File: config.mk
export PLATFORM = sky130hd
export DESIGN_NAME = lrm_core
export DESIGN_NICKNAME = d
export VERILOG_FILES = /design/src/rtl/lrm_pkg.sv /design/src/rtl/lrm_core.sv
export SDC_FILE = /design/constraint.sdc
export NUM_CORES = 1
export LEC_CHECK = 0
export BUFFER_PORTS_ARGS = -buffer_cell sky130_fd_sc_hd__buf_2
export CAP_MARGIN = 10
export CORE_ASPECT_RATIO = 0.5
export CORE_UTILIZATION = 56
export CTS_CLUSTER_DIAMETER = 200
export DETAILED_ROUTE_END_ITERATION = 16
export GPL_TIMING_DRIVEN = 0
export PLACE_DENSITY = 0.77
export SLEW_MARGIN = 5
export SYNTH_ARGS = -nofsm -noshare
export SYNTH_HDL_FRONTEND = slang
export SYNTH_SLANG_ARGS = --single-unit
export TNS_END_PERCENT = 50
File: constraint.sdc
create_clock -name ref_clk -period 2.9 [get_ports ref_clk]
set_clock_uncertainty 0.05 [all_clocks]
set_input_delay 0.145 -clock ref_clk [delete_from_list [all_inputs] [get_ports ref_clk]]
set_output_delay 0.145 -clock ref_clk [all_outputs]
set_load 0.02 [all_outputs]
File: src/rtl/lrm_pkg.sv
/*
 * Package for the logical-unit reservation manager: register offsets,
 * command byte layout, status codes and the reservation entry types.
 * Assumes a single 200 MHz clock domain and an APB register bus.
 */
// Behaviour
// RQ1 - Release is decoded from operation code 17h in command byte zero.
// RQ2 - Only the initiator that made a reservation may release it.
// RQ3 - Releasing an invalid or foreign reservation returns GOOD, changes nothing.
// RQ4 - Unit release ends all own non-third-party unit and extent reservations.
// RQ5 - Unit release ignores the reservation identification byte.
// RQ6 - Extent release without support ends in CHECK CONDITION, ILLEGAL REQUEST.
// RQ7 - Extent reservation support implies extent release support.
// RQ8 - Extent release ends own reservations with matching identification only.
// RQ9 - Third-party release is always supported.
// RQ10 - Third-party flag clear means an ordinary release.
// RQ11 - Third-party release needs same requester and same proxy device.
// RQ12 - Third-party release leaves proxy device mode parameters untouched.
// RQ13 - Unit reserve grants exclusive use until superseded, released or reset.
// RQ14 - Unit reserve conflicts if unit or any extent is held by another.
// RQ15 - Re-reserving a unit already held by the requester is accepted.
// RQ16 - Unit reserve ignores identification byte and extent list length.
// RQ17 - Other initiators get conflict except inquiry, sense, release, allow.
// RQ18 - Reserve is 16h; identification byte two; list length bytes three-four.
// RQ19 - Byte one: unit 7:5, third party 4, proxy id 3:1, extent 0.
package lrm_pkg;
    // Register byte offsets
    localparam logic [7:0] REG_CDB_LO = 8'h00;
    localparam logic [7:0] REG_CDB_HI = 8'h04;
    localparam logic [7:0] REG_CTRL = 8'h08;
    localparam logic [7:0] REG_RESULT = 8'h0c;
    localparam logic [7:0] REG_IRQ_STAT = 8'h10;
    localparam logic [7:0] REG_IRQ_MASK = 8'h14;
    localparam logic [7:0] REG_LU_STATE = 8'h18;
    // Control register fields
    localparam int CTRL_GO_BIT = 31;
    localparam int CTRL_EXT_BIT = 8;
    localparam logic CTRL_EXT_RESET = 1'b1;
    // Operation codes
    localparam logic [7:0] OP_RESERVE = 8'h16;
    localparam logic [7:0] OP_RELEASE = 8'h17;
    localparam logic [7:0] OP_INQUIRY = 8'h12;
    localparam logic [7:0] OP_REQ_SENSE = 8'h03;
    localparam logic [7:0] OP_PREVENT = 8'h1e;
    // Byte one field positions
    localparam int B1_LUN_LSB = 5;
    localparam int B1_TP_BIT = 4;
    localparam int B1_PROXY_LSB = 1;
    localparam int B1_EXT_BIT = 0;
    // Status bytes and sense keys
    localparam logic [7:0] ST_GOOD = 8'h00;
    localparam logic [7:0] ST_CHECK = 8'h02;
    localparam logic [7:0] ST_CONFLICT = 8'h18;
    localparam logic [3:0] SK_NONE = 4'h0;
    localparam logic [3:0] SK_ILLEGAL = 4'h5;
    // Interrupt status bits
    localparam int IRQ_DONE = 0;
    localparam int IRQ_CONFL = 1;
    localparam int IRQ_CHECK = 2;
    localparam int IRQ_CLEARED = 3;
    localparam logic [3:0] IRQ_MASK_RESET = 4'h0;
    // Reservation entry carried between tables
    typedef struct packed {
        logic valid;
        logic [3:0] owner;
        logic third_party_flag;
        logic [2:0] proxy_device_id;
        logic [2:0] lun;
        logic [7:0] res_id;
    } lrm_ent_t;
endpackage

File: src/rtl/lrm_core.sv
/*
 * Reservation manager core: APB slave, command interpreter for reserve
 * and release, unit and extent reservation tables and command gating.
 * Assumes firmware loads the command bytes and initiator id, then sets
 * the go bit; reset pins arrive asynchronously from the bus side.
 */
`timescale 1ns/10ps
`default_nettype none
module lrm_core
    import lrm_pkg::*;
#(
    parameter int N_EXT = 8
) (
    // Clock and reset
    input wire logic ref_clk,
    input wire logic rst_n,
    // APB slave
    input wire logic psel,
    input wire logic penable,
    input wire logic pwrite,
    input wire logic [7:0] paddr,
    input wire logic [31:0] pwdata,
    output logic [31:0] prdata,
    output logic pready,
    output logic pslverr,
    // Bus reset conditions from the pins
    input wire logic bus_dev_reset,
    input wire logic hard_reset,
    // Interrupt
    output logic irq
);
    localparam int N_LUN = 8;

    typedef struct packed {
        logic [31:0] prdata;
        logic pready;
        logic pslverr;
        logic irq;
        logic [31:0] cdb_lo;
        logic [15:0] cdb_hi;
        logic [3:0] initiator;
        logic ext_en;
        logic go;
        logic [7:0] status;
        logic [3:0] sense;
        logic [3:0] irq_stat;
        logic [3:0] irq_mask;
        logic [1:0] bdr_sync;
        logic [1:0] hrd_sync;
        lrm_ent_t [N_LUN-1:0] lu;
        lrm_ent_t [N_EXT-1:0] ext;
    } lrm_state_t;

    lrm_state_t s_reg;
    lrm_state_t s_next;

    // Decoded command fields
    logic [7:0] op;
    logic [2:0] lun;
    logic tp;
    logic [2:0] pid;
    logic ext_flag;
    logic [7:0] rid;
    logic [15:0] list_len;
    logic [7:0] byte4;
    logic [3:0] ini;

    assign op = s_reg.cdb_lo[7:0];
    assign lun = s_reg.cdb_lo[8+B1_LUN_LSB +: 3]; // RQ19
    assign tp = s_reg.cdb_lo[8+B1_TP_BIT]; // RQ19
    assign pid = s_reg.cdb_lo[8+B1_PROXY_LSB +: 3]; // RQ19
    assign ext_flag = s_reg.cdb_lo[8+B1_EXT_BIT]; // RQ19
    assign rid = s_reg.cdb_lo[23:16]; // RQ18
    assign list_len = {s_reg.cdb_lo[31:24], s_reg.cdb_hi[7:0]}; // RQ18
    assign byte4 = s_reg.cdb_hi[7:0];
    assign ini = s_reg.initiator;

    // Per-unit occupancy view for the state register
    logic [N_LUN-1:0] lu_busy;
    genvar g;
    generate
        for (g = 0; g < N_LUN; g++) begin : g_lu
            assign lu_busy[g] = s_reg.lu[g].valid;
        end
    endgenerate

    // Next state: bus access, command execution, reset clearing
    always_comb begin
        logic wr;
        logic rd;
        logic foreign;
        logic exempt;
        logic done;
        logic conf;
        logic chk;
        logic slot_hit;
        logic free_hit;
        logic any_reset;
        int hit_idx;
        int free_idx;
        lrm_ent_t cur;
        wr = 1'b0;
        rd = 1'b0;
        foreign = 1'b0;
        exempt = 1'b0;
        done = 1'b0;
        conf = 1'b0;
        chk = 1'b0;
        slot_hit = 1'b0;
        free_hit = 1'b0;
        any_reset = 1'b0;
        hit_idx = 0;
        free_idx = 0;
        cur = s_reg.lu[lun];
        s_next = s_reg;
        s_next.go = 1'b0;

        // Reset pins pass two flip-flops first
        s_next.bdr_sync = {s_reg.bdr_sync[0], bus_dev_reset};
        s_next.hrd_sync = {s_reg.hrd_sync[0], hard_reset};
        any_reset = s_reg.bdr_sync[1] | s_reg.hrd_sync[1];

        // APB: ready in the first access cycle, data prepared at setup
        s_next.pready = psel & ~penable;
        wr = psel & penable & s_reg.pready & pwrite;
        rd = psel & penable & s_reg.pready & ~pwrite;
        // Error flag stands only beside its pready cycle
        s_next.pslverr = 1'b0;
        if (psel && !penable) begin
            s_next.pslverr = 1'b0;
            case (paddr)
                REG_CDB_LO: s_next.prdata = s_reg.cdb_lo;
                REG_CDB_HI: s_next.prdata = {16'h0000, s_reg.cdb_hi};
                REG_CTRL: s_next.prdata = {23'h000000, s_reg.ext_en,
                                           4'h0, s_reg.initiator};
                REG_RESULT: s_next.prdata = {20'h00000, s_reg.sense,
                                             s_reg.status};
                REG_IRQ_STAT: s_next.prdata = {28'h0000000, s_reg.irq_stat};
                REG_IRQ_MASK: s_next.prdata = {28'h0000000, s_reg.irq_mask};
                REG_LU_STATE: s_next.prdata = {24'h000000, lu_busy};
                default: begin
                    s_next.prdata = 32'h00000000;
                    s_next.pslverr = 1'b1;
                end
            endcase
        end
        if (wr) begin
            case (paddr)
                REG_CDB_LO: s_next.cdb_lo = pwdata;
                REG_CDB_HI: s_next.cdb_hi = pwdata[15:0];
                REG_CTRL: begin
                    s_next.initiator = pwdata[3:0];
                    s_next.ext_en = pwdata[CTRL_EXT_BIT];
                    s_next.go = pwdata[CTRL_GO_BIT];
                end
                REG_IRQ_MASK: s_next.irq_mask = pwdata[3:0];
                default: ;
            endcase
        end
        // Status read clears; new events below win over the clear
        if (rd && paddr == REG_IRQ_STAT) begin
            s_next.irq_stat = 4'h0;
        end

        // Command execution, one cycle after the go write
        if (s_reg.go) begin
            done = 1'b1;
            s_next.status = ST_GOOD;
            s_next.sense = SK_NONE;
            if (op == OP_RESERVE) begin
                // Unit reserve: ignore id and list length
                if (!ext_flag) begin // RQ16
                    // Foreign unit holder or foreign extent on this unit
                    foreign = cur.valid && cur.owner != ini; // RQ14
                    for (int i = 0; i < N_EXT; i++) begin
                        if (s_reg.ext[i].valid && s_reg.ext[i].lun == lun &&
                            s_reg.ext[i].owner != ini) begin
                            foreign = 1'b1; // RQ14
                        end
                    end
                    if (foreign) begin
                        conf = 1'b1; // RQ14
                    end else begin
                        // Own holder may re-reserve or supersede
                        s_next.lu[lun].valid = 1'b1; // RQ13 RQ15
                        s_next.lu[lun].owner = ini;
                        s_next.lu[lun].third_party_flag = tp;
                        s_next.lu[lun].proxy_device_id = pid;
                        s_next.lu[lun].lun = lun;
                        s_next.lu[lun].res_id = 8'h00;
                    end
                end else if (!s_reg.ext_en) begin
                    chk = 1'b1;
                end else if (list_len != 16'h0000) begin
                    // Extent slot: supersede same id, else take a free one
                    for (int i = N_EXT - 1; i >= 0; i--) begin
                        if (s_reg.ext[i].valid && s_reg.ext[i].lun == lun &&
                            s_reg.ext[i].owner == ini &&
                            s_reg.ext[i].res_id == rid) begin
                            slot_hit = 1'b1;
                            hit_idx = i;
                        end
                        if (!s_reg.ext[i].valid) begin
                            free_hit = 1'b1;
                            free_idx = i;
                        end
                    end
                    if (cur.valid && cur.owner != ini) begin
                        conf = 1'b1;
                    end else if (slot_hit || free_hit) begin
                        if (!slot_hit) begin
                            hit_idx = free_idx;
                        end
                        s_next.ext[hit_idx].valid = 1'b1;
                        s_next.ext[hit_idx].owner = ini;
                        s_next.ext[hit_idx].third_party_flag = tp;
                        s_next.ext[hit_idx].proxy_device_id = pid;
                        s_next.ext[hit_idx].lun = lun;
                        s_next.ext[hit_idx].res_id = rid;
                    end else begin
                        conf = 1'b1;
                    end
                end
            end else if (op == OP_RELEASE) begin // RQ1
                // Extent release shares the reserve option enable
                if (ext_flag && !s_reg.ext_en) begin // RQ7
                    chk = 1'b1; // RQ6
                end else begin
                    // Only own entries whose third-party form matches;
                    // anything else is left alone and answered GOOD
                    if (!ext_flag && cur.valid && cur.owner == ini && // RQ2
                        cur.third_party_flag == tp && // RQ10 RQ9
                        (!tp || cur.proxy_device_id == pid)) begin // RQ11
                        s_next.lu[lun].valid = 1'b0; // RQ4 RQ3
                    end
                    for (int i = 0; i < N_EXT; i++) begin
                        if (s_reg.ext[i].valid && s_reg.ext[i].lun == lun &&
                            s_reg.ext[i].owner == ini && // RQ2
                            s_reg.ext[i].third_party_flag == tp && // RQ10
                            (!tp || // RQ11
                             s_reg.ext[i].proxy_device_id == pid) &&
                            (!ext_flag || // RQ5
                             s_reg.ext[i].res_id == rid)) begin // RQ8
                            s_next.ext[i].valid = 1'b0; // RQ4
                        end
                    end
                    // No mode parameter state is touched here
                end // RQ12
            end else begin
                // Gate ordinary commands against a unit held for another
                exempt = op == OP_INQUIRY || op == OP_REQ_SENSE ||
                         (op == OP_PREVENT && !byte4[0]); // RQ17
                if (cur.valid && !exempt &&
                    (cur.third_party_flag ? {1'b0, cur.proxy_device_id}
                                          : cur.owner) != ini) begin
                    conf = 1'b1; // RQ17
                end
            end
            if (conf) begin
                s_next.status = ST_CONFLICT;
            end
            if (chk) begin
                s_next.status = ST_CHECK;
                s_next.sense = SK_ILLEGAL;
            end
        end

        // Bus device reset or hard reset drops every reservation
        if (any_reset) begin
            for (int i = 0; i < N_LUN; i++) begin
                s_next.lu[i].valid = 1'b0; // RQ13
            end
            for (int i = 0; i < N_EXT; i++) begin
                s_next.ext[i].valid = 1'b0;
            end
        end

        // Sticky event bits
        if (done) begin
            s_next.irq_stat[IRQ_DONE] = 1'b1;
        end
        if (conf) begin
            s_next.irq_stat[IRQ_CONFL] = 1'b1;
        end
        if (chk) begin
            s_next.irq_stat[IRQ_CHECK] = 1'b1;
        end
        if (any_reset) begin
            s_next.irq_stat[IRQ_CLEARED] = 1'b1;
        end
        s_next.irq = |(s_next.irq_stat & s_next.irq_mask);
    end

    // State register
    always_ff @(posedge ref_clk or negedge rst_n) begin
        if (!rst_n) begin
            s_reg <= '0;
            s_reg.ext_en <= CTRL_EXT_RESET;
            s_reg.irq_mask <= IRQ_MASK_RESET;
            s_reg.status <= ST_GOOD;
        end else begin
            s_reg <= s_next;
        end
    end

    // Outputs straight from the state register
    assign prdata = s_reg.prdata;
    assign pready = s_reg.pready;
    assign pslverr = s_reg.pslverr;
    assign irq = s_reg.irq;
endmodule
`default_nettype wire

==> reports/summary.txt, run 1 <==
Num rows = 44
Initial Utilization = 57.2%
Die Span Y = 124 µm
CP most frequent cell = buf_12
Max-slew violation count = 0
Crit Path Max Fanout = 7
Internal power = 7.45 mW
Largest family of logic cells by synthesized area = multiplexers
# diodes = 0
Hold_ws = 44.6 ps
Largest register FFs = 247
Multi-input gate area = 0.00810 mm²
CP max stage cell = dfrtp_1
Comb pwr share = 3.1%
Post-detail-place hpwl = 30900 µm
Syn Nets = 1399
Reg clk slew, reported paths = 70 ps
Share of layout cells above drive strength 1 = 39.2%
Leak = 10.1 nW
FILL cells = 1953
IO buf count = 81
CP Capture Type = flip-flop
Fin. Hold Viols = 0
GRT Util Overall = 30.7%
Die ar. = 0.0305 mm²
Hold wc startpoint = paddr[3]
Clk_lat worst skew = 580 ps
Die Wd = 246 µm
Register area share after synthesis = 50.3%
First-pass GRT wire length = 69300 µm
Slew @ Worst Pin = 1130 ps
Clock root cell = clkbuf_16
Critical Path Start Type = flip-flop
Register Area = 0.00838 mm²
Netlist cell types = 76
Mapped Area = 0.0167 mm²
Pwr dens = 470 mW/mm²
Final Worst Setup Slack = -463 ps
Setup Crit Path Kind = flip-flop to flip-flop
Drt via density = 6.03
Initial antenna violation count = 1
Routed Wire Length = 46400 µm
Critical path launch point = lun[1]
Post-Syn Instances = 1352
Tmin final = 3360 ps
CTS buffer count = 30
Critical Path RT = 3310 ps
Final Cycle Share = 116%
Area Overhead vs Synth = 21.5%
Maxcap violations = 0
#FFs+latches synth = 335
Flop2flop setup slack = -460 ps
Dpl cell area = 0.0176 mm²
YS warnings = 0
Xor/xnor cell area share of the yosys netlist = 8.04%
Multiplexer fraction of the synthesized cell area = 21.7%
Compound-Gate Fraction of Synth Area = 5.90%
First-pass DRT Iterations = 5
RR Startpoint = lun[1]
Drc violations = 0
Final nets = 1588
CP arrival = 3770 ps
Syn avg cell area = 12.3 µm²
Vias after detailed routing = 11800
Largest cells by area after synthesis = dfrtp_1, mux2_2, xor2_1
Worst Path Buf+Inv = 6
ANT nets after route = 0
Vias in the first global route = 11800
Status = finished with violations
# IOs = 82
Peak supply drop = 0.453 mV
Violated checks = negative setup slack
Routability cong. = 0.890
Finished Cell Area = 0.0202 mm²
DRT iter0 DRCs = 1213
Synth area leader = dfrtp_1
Post-layout util = 69.5%
Yosys top cell area share = 50.2%
Synthesized-area fraction occupied by adder cells = 0%
Core ar. = 0.0291 mm²
Setup-failing EPs final = 235
Prevailing post-synth register cell = dfrtp_1
Largest net degree at the start of global routing = 122
RSZ-0062 raised after global routing = true
Register share of total power = 49.2%
Global route overflow = 0
Sw Ratio = 21.7%
CTS tree = done
Simple-gate share of the synthesized area = 9.37%
Clock Sinks = 335
Largest delay share family, worst path = buffers and inverters
Cells along the critical path = buf_12, buf_12, buf_12, mux4_2, mux2i_4, xor2_1, nand4_2, o21bai_4, buf_12, nand4b_1, buf_6, nor3_2, buf_4, mux2_2
CTS max path bufs = 3
# H-tree levels = 1
FFs w/ async S/R, synth = 100%
Headroom to the max-slew limit = 23.7%
Max Clk Rate = 0.297 GHz
Most frequent cells in the layout = dfrtp_1, mux2_2, xor2_1, buf_2, nand2_1
Hold Path Class = input pin to flip-flop
Clk network pwr share = 47.6%
Wire per inst = 23.7 µm
Max incr delay on CP = 400 ps
Most common cell after layout, fill and taps aside = dfrtp_1
Sw Pwr = 2.06 mW
Post-synth EDFFs = 0
## Yosys cell counts, drive strengths merged (4+ instances only)
| cell type | n |
|---|---|
| nand4 | 23 |
| buf | 80 |
| xor2 | 93 |
| clkbuf | 56 |
| and2 | 20 |
| o211ai | 4 |
| a21oi | 12 |
| a311oi | 5 |
| or4 | 4 |
| or3 | 4 |
| and4bb | 4 |
| nor4 | 25 |
| a21boi | 6 |
| nor2 | 23 |
| mux2i | 18 |
| mux2 | 273 |
| xnor2 | 60 |
| nor3 | 10 |
| mux4 | 13 |
| o31ai | 8 |
| dfrtp | 334 |
| nand2b | 15 |
| a31oi | 4 |
| inv | 9 |
| a2111oi | 6 |
| nand4b | 4 |
| and3 | 6 |
| o21ai | 29 |
| nand3 | 34 |
| nor2b | 8 |
| a22oi | 13 |
| nand2 | 88 |
| a222oi | 5 |
| o21a | 7 |
| o32ai | 8 |
## layout make-up
| class | count | area share (%) |
|---|---|---|
| buffer | 133 | 4.32 |
| clock buffer | 37 | 4.09 |
| multi-input combinational | 871 | 40.0 |
| timing repair buffer | 160 | 6.05 |
| inverter | 10 | 0.186 |
| tap | 391 | 2.42 |
| sequential | 335 | 41.4 |
| clock inverter | 19 | 1.46 |
## power groups by stage
| stage | combinational (mW) | sequential, mW | clock [mW] |
|---|---|---|---|
| 6_report | 0.298 | 4.68 | 4.53 |
| 5_1_grt | 0.329 | 4.68 | 4.76 |
| 4_1_cts | 0.295 | 4.68 | 4.56 |
| 3_5_place_dp | 0.248 | 4.77 | 0 |
| 3_3_place_gp | 0.229 | 4.77 | 0 |
| 2_1_floorplan | 0.0638 | 4.77 | 0 |
## worst min-delay path, stage by stage
cell     delay, ps
buf_2          110
nor4_2         120
a22oi_1        150
o21ai_0         90
## metrics by stage
stage	setup TNS (ps)	cells	worst slack (ps)	power (mW)
floorplan	-614	1352	-25.1	4.84
global placement	-1641560	1824	-4400	5.00
detailed placement	-187460	1826	-884	5.02
CTS	-57320	1948	-337	9.54
global route	-100360	1956	-550	9.77
finish	-78290	1956	-463	9.51
## metal layers
layer	GRT usage, %	vias up	routed length [µm]
met3	7.35	94	3620
met2	48.2	398	21200
met1	42.8	6108	20400
met4	8.39	0	1190
li1	-	5194	-
met5	0	-	0
## path summary, 6_finish.rpt
kind,endpoint,cells past startpoint
setup / recovery,s_reg[124],14
hold / removal,prdata[14],4
setup reg to reg,s_reg[124],14
hold reg to reg,s_reg[321],0
max in group asynchronous,s_next[323],4
min in group asynchronous,rid[5],2
## what timing repair did
action,CTS,global route
cloned,6,0
pin swaps,16,14
buffers inserted,27,8
resized for setup,125,58
endpoints found under the setup margin,235,245
hold buffers,36,0
hold endpoints to repair,167,0
## cells by family after synthesis
group | count (synthesis)
mux | 304
xor+xnor | 153
buf+inv | 146
compound gates | 130
simple gates | 284
flops | 335
(Power assumes the default switching activity.)
==> run 2: changes to the inputs <==
--- a/config.mk
+++ b/config.mk
@@ -5,6 +5,7 @@
 export SDC_FILE = /design/constraint.sdc
 export NUM_CORES = 1
 export LEC_CHECK = 0
+export ABC_AREA = 1
 export BUFFER_PORTS_ARGS = -buffer_cell sky130_fd_sc_hd__buf_2
 export CAP_MARGIN = 10
 export CORE_ASPECT_RATIO = 0.5
==> run 2 against run 1 <==
The flow still finishes with violations (negative setup slack). Wire length is 27% higher. Maximum frequency is 14% higher. Count of clock-buffer cells in the layout stayed put. Synthesized area is 6.8% higher. Sequential share of layout area is 1.9 points lower. Worst hold slack better by 8.4 ps. Sequential cell count stayed put. Critical path type unchanged. Largest cell class unchanged. Highest routed layer unchanged.
==> reports/summary.txt, run 2 <==
Final Cycle Share = 101%
Syn avg cell area = 7.15 µm²
Mapped Area = 0.0178 mm²
GRT Util Overall = 36.4%
First-pass DRT Iterations = 6
Core ar. = 0.0308 mm²
Netlist cell types = 44
Final nets = 2719
Die Wd = 254 µm
Most common cell after layout, fill and taps aside = nand2_1
CTS tree = done
Status = finished with violations
IO buf count = 81
RSZ-0062 raised after global routing = true
DRT iter0 DRCs = 2069
Fin Setup TNS = -420 ps
Maxcap violations = 0
Critical Path RT = 3290 ps
Commonest cells post-synth = nand2_1, dfrtp_1, o21ai_0, inv_1, nor2_1
Clock root cell = clkbuf_16
Post-detail-place hpwl = 39200 µm
Largest register FFs = 247
Largest net degree at the start of global routing = 115
Violated checks = negative setup slack
CP Capture Type = flip-flop
Pre-CTS WS = -347 ps
# diodes = 0
Yosys top cell area share = 47.0%
Clock Sinks = 335
Num rows = 45
Fin. Hold Viols = 0
Drt via density = 5.60
Largest cells by area after synthesis = dfrtp_1, nand2_1, o21ai_0
Most frequent cells in the layout = nand2_1, dfrtp_1, inv_1, o21ai_0, nor2_1
Clk_lat worst skew = 590 ps
Prevailing post-synth register cell = dfrtp_1
Area Overhead vs Synth = 19.2%
Syn Nets = 2535
Slew @ Worst Pin = 1040 ps
Overall Power = 9.64 mW
Initial Utilization = 57.8%
Routability cong. = 0.981
Global route overflow = 0
Setup-failing EPs final = 28
Multi-input gate area = 0.00799 mm²
Leak = 10.3 nW
Hold Path Class = input pin to async pin
Crit Path Max Fanout = 10
Layout Cells excl Fill = 3119
Setup Crit Path Kind = flip-flop to flip-flop
Routed Wire Length = 58800 µm
Peak supply drop = 0.451 mV
YS warnings = 0
Headroom to the max-slew limit = 30.9%
Vias after detailed routing = 17500
CTS max path bufs = 3
FILL cells = 2564
Tmin final = 2940 ps
Post-synth EDFFs = 0
ANT nets after route = 0
# H-tree levels = 1
Dpl cells = 2995
Register area share after synthesis = 47.1%
Max-slew violation count = 0
Drc violations = 0
Critical Path Start Type = flip-flop
Die ar. = 0.0325 mm²
Vias in the first global route = 15900
Reg clk slew, reported paths = 70 ps
Synth area leader = dfrtp_1
Die Span Y = 128 µm
Max Clk Rate = 0.340 GHz
# IOs = 82
Final Worst Setup Slack = -42.0 ps
Most frequent cell after synthesis = nand2_1
Initial antenna violation count = 0
CTS buffer count = 30
Share of layout cells above drive strength 1 = 14.4%
#FFs+latches synth = 335
Register Area = 0.00839 mm²
FFs w/ async S/R, synth = 100%
Pwr dens = 454 mW/mm²
First-pass GRT wire length = 89500 µm
Wire per inst = 18.9 µm
Post-Syn Instances = 2488
CP arrival = 3330 ps
run 2: cell count changes after synthesis, sizes merged, moves of 34 or more:
cell,previous run,this run
nand2,88,999
o21ai,29,318
mux2,273,0
inv,9,238
nor2,23,204
xor2,93,15
xnor2,60,12
nand3,34,68
run 2: area by class of cell:
| class | instances | area share [%] |
|---|---|---|
| buffer | 160 | 5.27 |
| tap | 423 | 2.49 |
| sequential | 335 | 39.5 |
| clock buffer | 37 | 3.85 |
| timing repair buffer | 152 | 5.60 |
| inverter | 240 | 4.32 |
| clock inverter | 19 | 1.29 |
| multi-input combinational | 1753 | 37.7 |
run 2: kinds of logic (layout without fill, tap and decap cells):
family / after synthesis / count (layout) / share of synthesized area (%)
AND/OR/NAND/NOR: 1324 / 1324 / 29.3
AO/OA/AOI/OAI: 402 / 402 / 12.3
buffers and inverters: 400 / 608 / 9.95
flip-flops: 335 / 335 / 47.1
XOR/XNOR: 27 / 27 / 1.33
run 2: power breakdown:
part	internal (mW)	total (mW)	switching [mW]
clock network	2.55	4.48	1.93
logic	0.149	0.449	0.300
registers	4.68	4.70	0.0182
run 2: what timing repair did:
item                                    CTS  global route
gates resized for setup                  86           147
gates cloned                              3             1
hold endpoints to repair                286             0
setup buffers                             8            15
hold buffers                             41             0
pin swaps                                 5            14
endpoints found under the setup margin  227           241
run 2: routing by layer:
layer	share of wire (%)	GRT usage [%]	up-vias	routed length, µm
met5	0	0	-	0
met2	44	54.4	933	25700
met1	41	52.2	8235	24300
li1	-	-	8147	-
met3	11	6.72	147	6470
met4	4.1	15.5	0	2440
run 2: critical path: stages (launching register included):
cell	delay, ps
dfrtp_2	460
inv_4	120
buf_4	120
buf_4	220
nand3_2	240
o22ai_1	180
nor2_1	70
nand2_1	100
inv_1	90
nand2_4	110
nand2_4	70
nor2_4	230
buf_6	140
nand3_1	100
buf_6	180
buf_6	150
nand2_1	70
o21ai_1	70
run 2: final timing paths:
| path | cells after the start | endpoint | start | slack, ps |
|---|---|---|---|---|
| min | 3 | s_reg[193] | rst_n | 50 |
| max in group asynchronous | 4 | s_reg[38] | rst_n | 1640 |
| min reg2reg | 0 | s_reg[323] | s_next[323] | 300 |
| max reg2reg | 17 | s_reg[147] | lun[0] | -40 |
| max | 17 | s_reg[147] | lun[0] | -40 |
| min in group ref_clk | 6 | s_reg[330] | psel | 120 |
run 2: metrics by stage:
step | hold slack [ps] | area, µm² | util [%]
3_5_place_dp | -15.3 | 18800 | 61.1
3_3_place_gp | 202 | 18700 | 60.8
5_1_grt | 102 | 21200 | 68.9
4_1_cts | 56.8 | 20700 | 67.3
2_1_floorplan | -201 | 17800 | -
6_report | 53.0 | 21200 | 68.9
==> run 3: changes to the inputs <==
--- a/config.mk
+++ b/config.mk
@@ -5,7 +5,6 @@
 export SDC_FILE = /design/constraint.sdc
 export NUM_CORES = 1
 export LEC_CHECK = 0
-export ABC_AREA = 1
 export BUFFER_PORTS_ARGS = -buffer_cell sky130_fd_sc_hd__buf_2
 export CAP_MARGIN = 10
 export CORE_ASPECT_RATIO = 0.5
@@ -13,7 +12,7 @@
 export CTS_CLUSTER_DIAMETER = 200
 export DETAILED_ROUTE_END_ITERATION = 16
 export GPL_TIMING_DRIVEN = 0
-export PLACE_DENSITY = 0.77
+export PLACE_DENSITY = 0.82
 export SLEW_MARGIN = 5
 export SYNTH_ARGS = -nofsm -noshare
 export SYNTH_HDL_FRONTEND = slang
==> run 3 against run 2 <==
The flow still finishes with violations (negative setup slack). Register-to-register slack got worse by 480 ps. Via count shrank 31%. Wire length shrank 18%. Worst setup slack lost 480 ps. Sequential share of layout area is 1.5 points higher. Non-clock buffer count shrank 6. Sequential cell count unchanged. Cell count down 37%. First-iteration DRC count decreased by 40%. Global-route usage shrank 4.7 points. Critical endpoint is now s_reg[67].
==> reports/summary.txt, run 3 (same netlist as run 1, synthesis figures left out) <==
Status = finished with violations
Violated checks = negative setup slack
Vias in the first global route = 12300
Worst R2R End = s_reg[67]
DRT iter0 DRCs = 1244
Post-layout util = 70.3%
Drt via density = 6.11
Layout Cells excl Fill = 1967
Leak = 10.2 nW
Largest register FFs = 247
Initial Utilization = 57.2%
Tmin final = 3420 ps
Max-slew violation count = 0
Max incr delay on CP = 410 ps
Hold Path Class = input pin to flip-flop
Overall Power = 9.06 mW
Fin. Hold Viols = 0
RSZ-0062 raised after global routing = true
Worst r2r path cells = 15
Routability cong. = 0.920
Pwr dens = 443 mW/mm²
GRT Util Overall = 31.7%
Clk_lat worst skew = 580 ps
Setup-failing EPs final = 233
Global route overflow = 0
Post-detail-place hpwl = 31300 µm
Met1 Wirelength = 20400 µm
Headroom to the max-slew limit = 20.7%
Hold path cells = 4
Critical path launch point = lun[1]
Die ar. = 0.0305 mm²
Final Cycle Share = 118%
Crit Path Max Fanout = 7
Setup Crit Path Kind = flip-flop to flip-flop
Initial antenna violation count = 0
Routed Wire Length = 48300 µm
Uppermost layer routed = met4
Finished Cell Area = 0.0205 mm²
Num rows = 44
Reg clk slew, reported paths = 70 ps
Hold wc startpoint = pwrite
Share of layout cells above drive strength 1 = 39.6%
Critical Path RT = 3300 ps
Area Overhead vs Synth = 22.8%
Wire per inst = 24.5 µm
Drc violations = 0
Critical Path Start Type = flip-flop
Max Clk Rate = 0.292 GHz
Dpl cell area = 0.0177 mm²
CTS buffer count = 29
Peak supply drop = 0.390 mV
CP most frequent cell = buf_12
Met2 wire length = 22700 µm
CP arrival = 3820 ps
# IOs = 82
Most frequent cells in the layout = dfrtp_1, mux2_2, xor2_1, buf_2, nand2_1
Most common cell after layout, fill and taps aside = dfrtp_1
Slew @ Worst Pin = 1180 ps
Die Wd = 246 µm
Pre-CTS WS = -989 ps
# H-tree levels = 1
Dpl cells = 1828
CP max stage cell = dfrtp_1
RR Startpoint = lun[1]
IO buf count = 81
First-pass DRT Iterations = 8
Cells along the critical path = buf_12, buf_12, buf_12, mux4_2, mux2i_4, xor2_1, nand4_2, o21bai_4, buf_12, nand4b_1, buf_4, nor3b_4, buf_6, buf_8, mux2_4
Clock root cell = clkbuf_16
Vias after detailed routing = 12000
Core ar. = 0.0291 mm²
CP Capture Type = flip-flop
Final nets = 1600
Die Span Y = 124 µm
Largest net degree at the start of global routing = 128
CTS max path bufs = 3
Final Worst Setup Slack = -521 ps
Met3 wire len = 3910 µm
Clock Sinks = 335
First-pass GRT wire length = 72200 µm
CTS tree = done
Maxcap violations = 0
ANT nets after route = 0
Flop2flop setup slack = -520 ps
Critical Path End = s_reg[67]
run 3: changes by cell type in the layout (fill, tap and decap cells not counted), sizes merged, moves of 22 or more:
cell	previous run	this run
a21oi	35	12
mux2	0	273
nor4	3	25
xnor2	12	60
o21ai	318	29
nand3	68	34
inv	236	11
nor2	204	23
xor2	15	93
nand2	999	88
run 3: power breakdown:
| part | switching (mW) | internal, mW | leakage (nW) | total [mW] |
|---|---|---|---|---|
| logic | 0.200 | 0.102 | 5.05 | 0.302 |
| registers | 0.00559 | 4.68 | 4.65 | 4.68 |
| clock network | 1.78 | 2.30 | 0.480 | 4.07 |
run 3: critical path, delay by kind of cell (launching register included):
| family | cells | cell delay, ps |
|---|---|---|
| xor gates and xnor gates | 1 | 220 |
| AOI/OAI and AO/OA | 1 | 180 |
| muxes | 3 | 840 |
| DFF | 1 | 410 |
| buffers and inverters | 7 | 1120 |
| and+or+nand+nor | 3 | 460 |
run 3: area by class of cell:
cell class	instances	area, µm²
Fill cell	1812	8660
Sequential cell	335	8380
Multi-Input combinational cell	871	8240
Timing Repair Buffer	172	1380
Buffer	134	952
Clock buffer	44	852
Tap cell	391	489
Clock inverter	9	130
Inverter	10	37.5
Antenna cell	1	2.50
run 3: metal layers:
layer	global-route usage, %	vias to the layer above
li1	-	5191
met4	9.63	0
met5	0	-
met2	51.3	469
met1	42.4	6251
met3	8.02	104
run 3: timing repair:
item	in CTS	in global routing
pin swaps	20	15
hold buffers	36	0
buffers inserted	27	16
resized for setup	174	67
endpoints found under the hold margin	198	0
gates cloned	6	1
setup endpoints to repair	235	235
run 3: worst min-delay path by stage:
stage,slack [ps],endpoint
4_1_cts,20,pslverr
3_5_place_dp,90,lu_busy[6]
2_1_floorplan,-200,byte4[0]
3_3_place_gp,210,s_next[321]
5_1_grt,80,pslverr
6_report,60,s_reg[328]
run 3: through the flow:
step                TNS [ps]  hold slack [ps]
floorplan               -614             -201
global placement    -1607640              207
detailed placement   -178430             93.0
CTS                   -57870             24.4
global route         -102630             81.6
finish                -84990             64.2
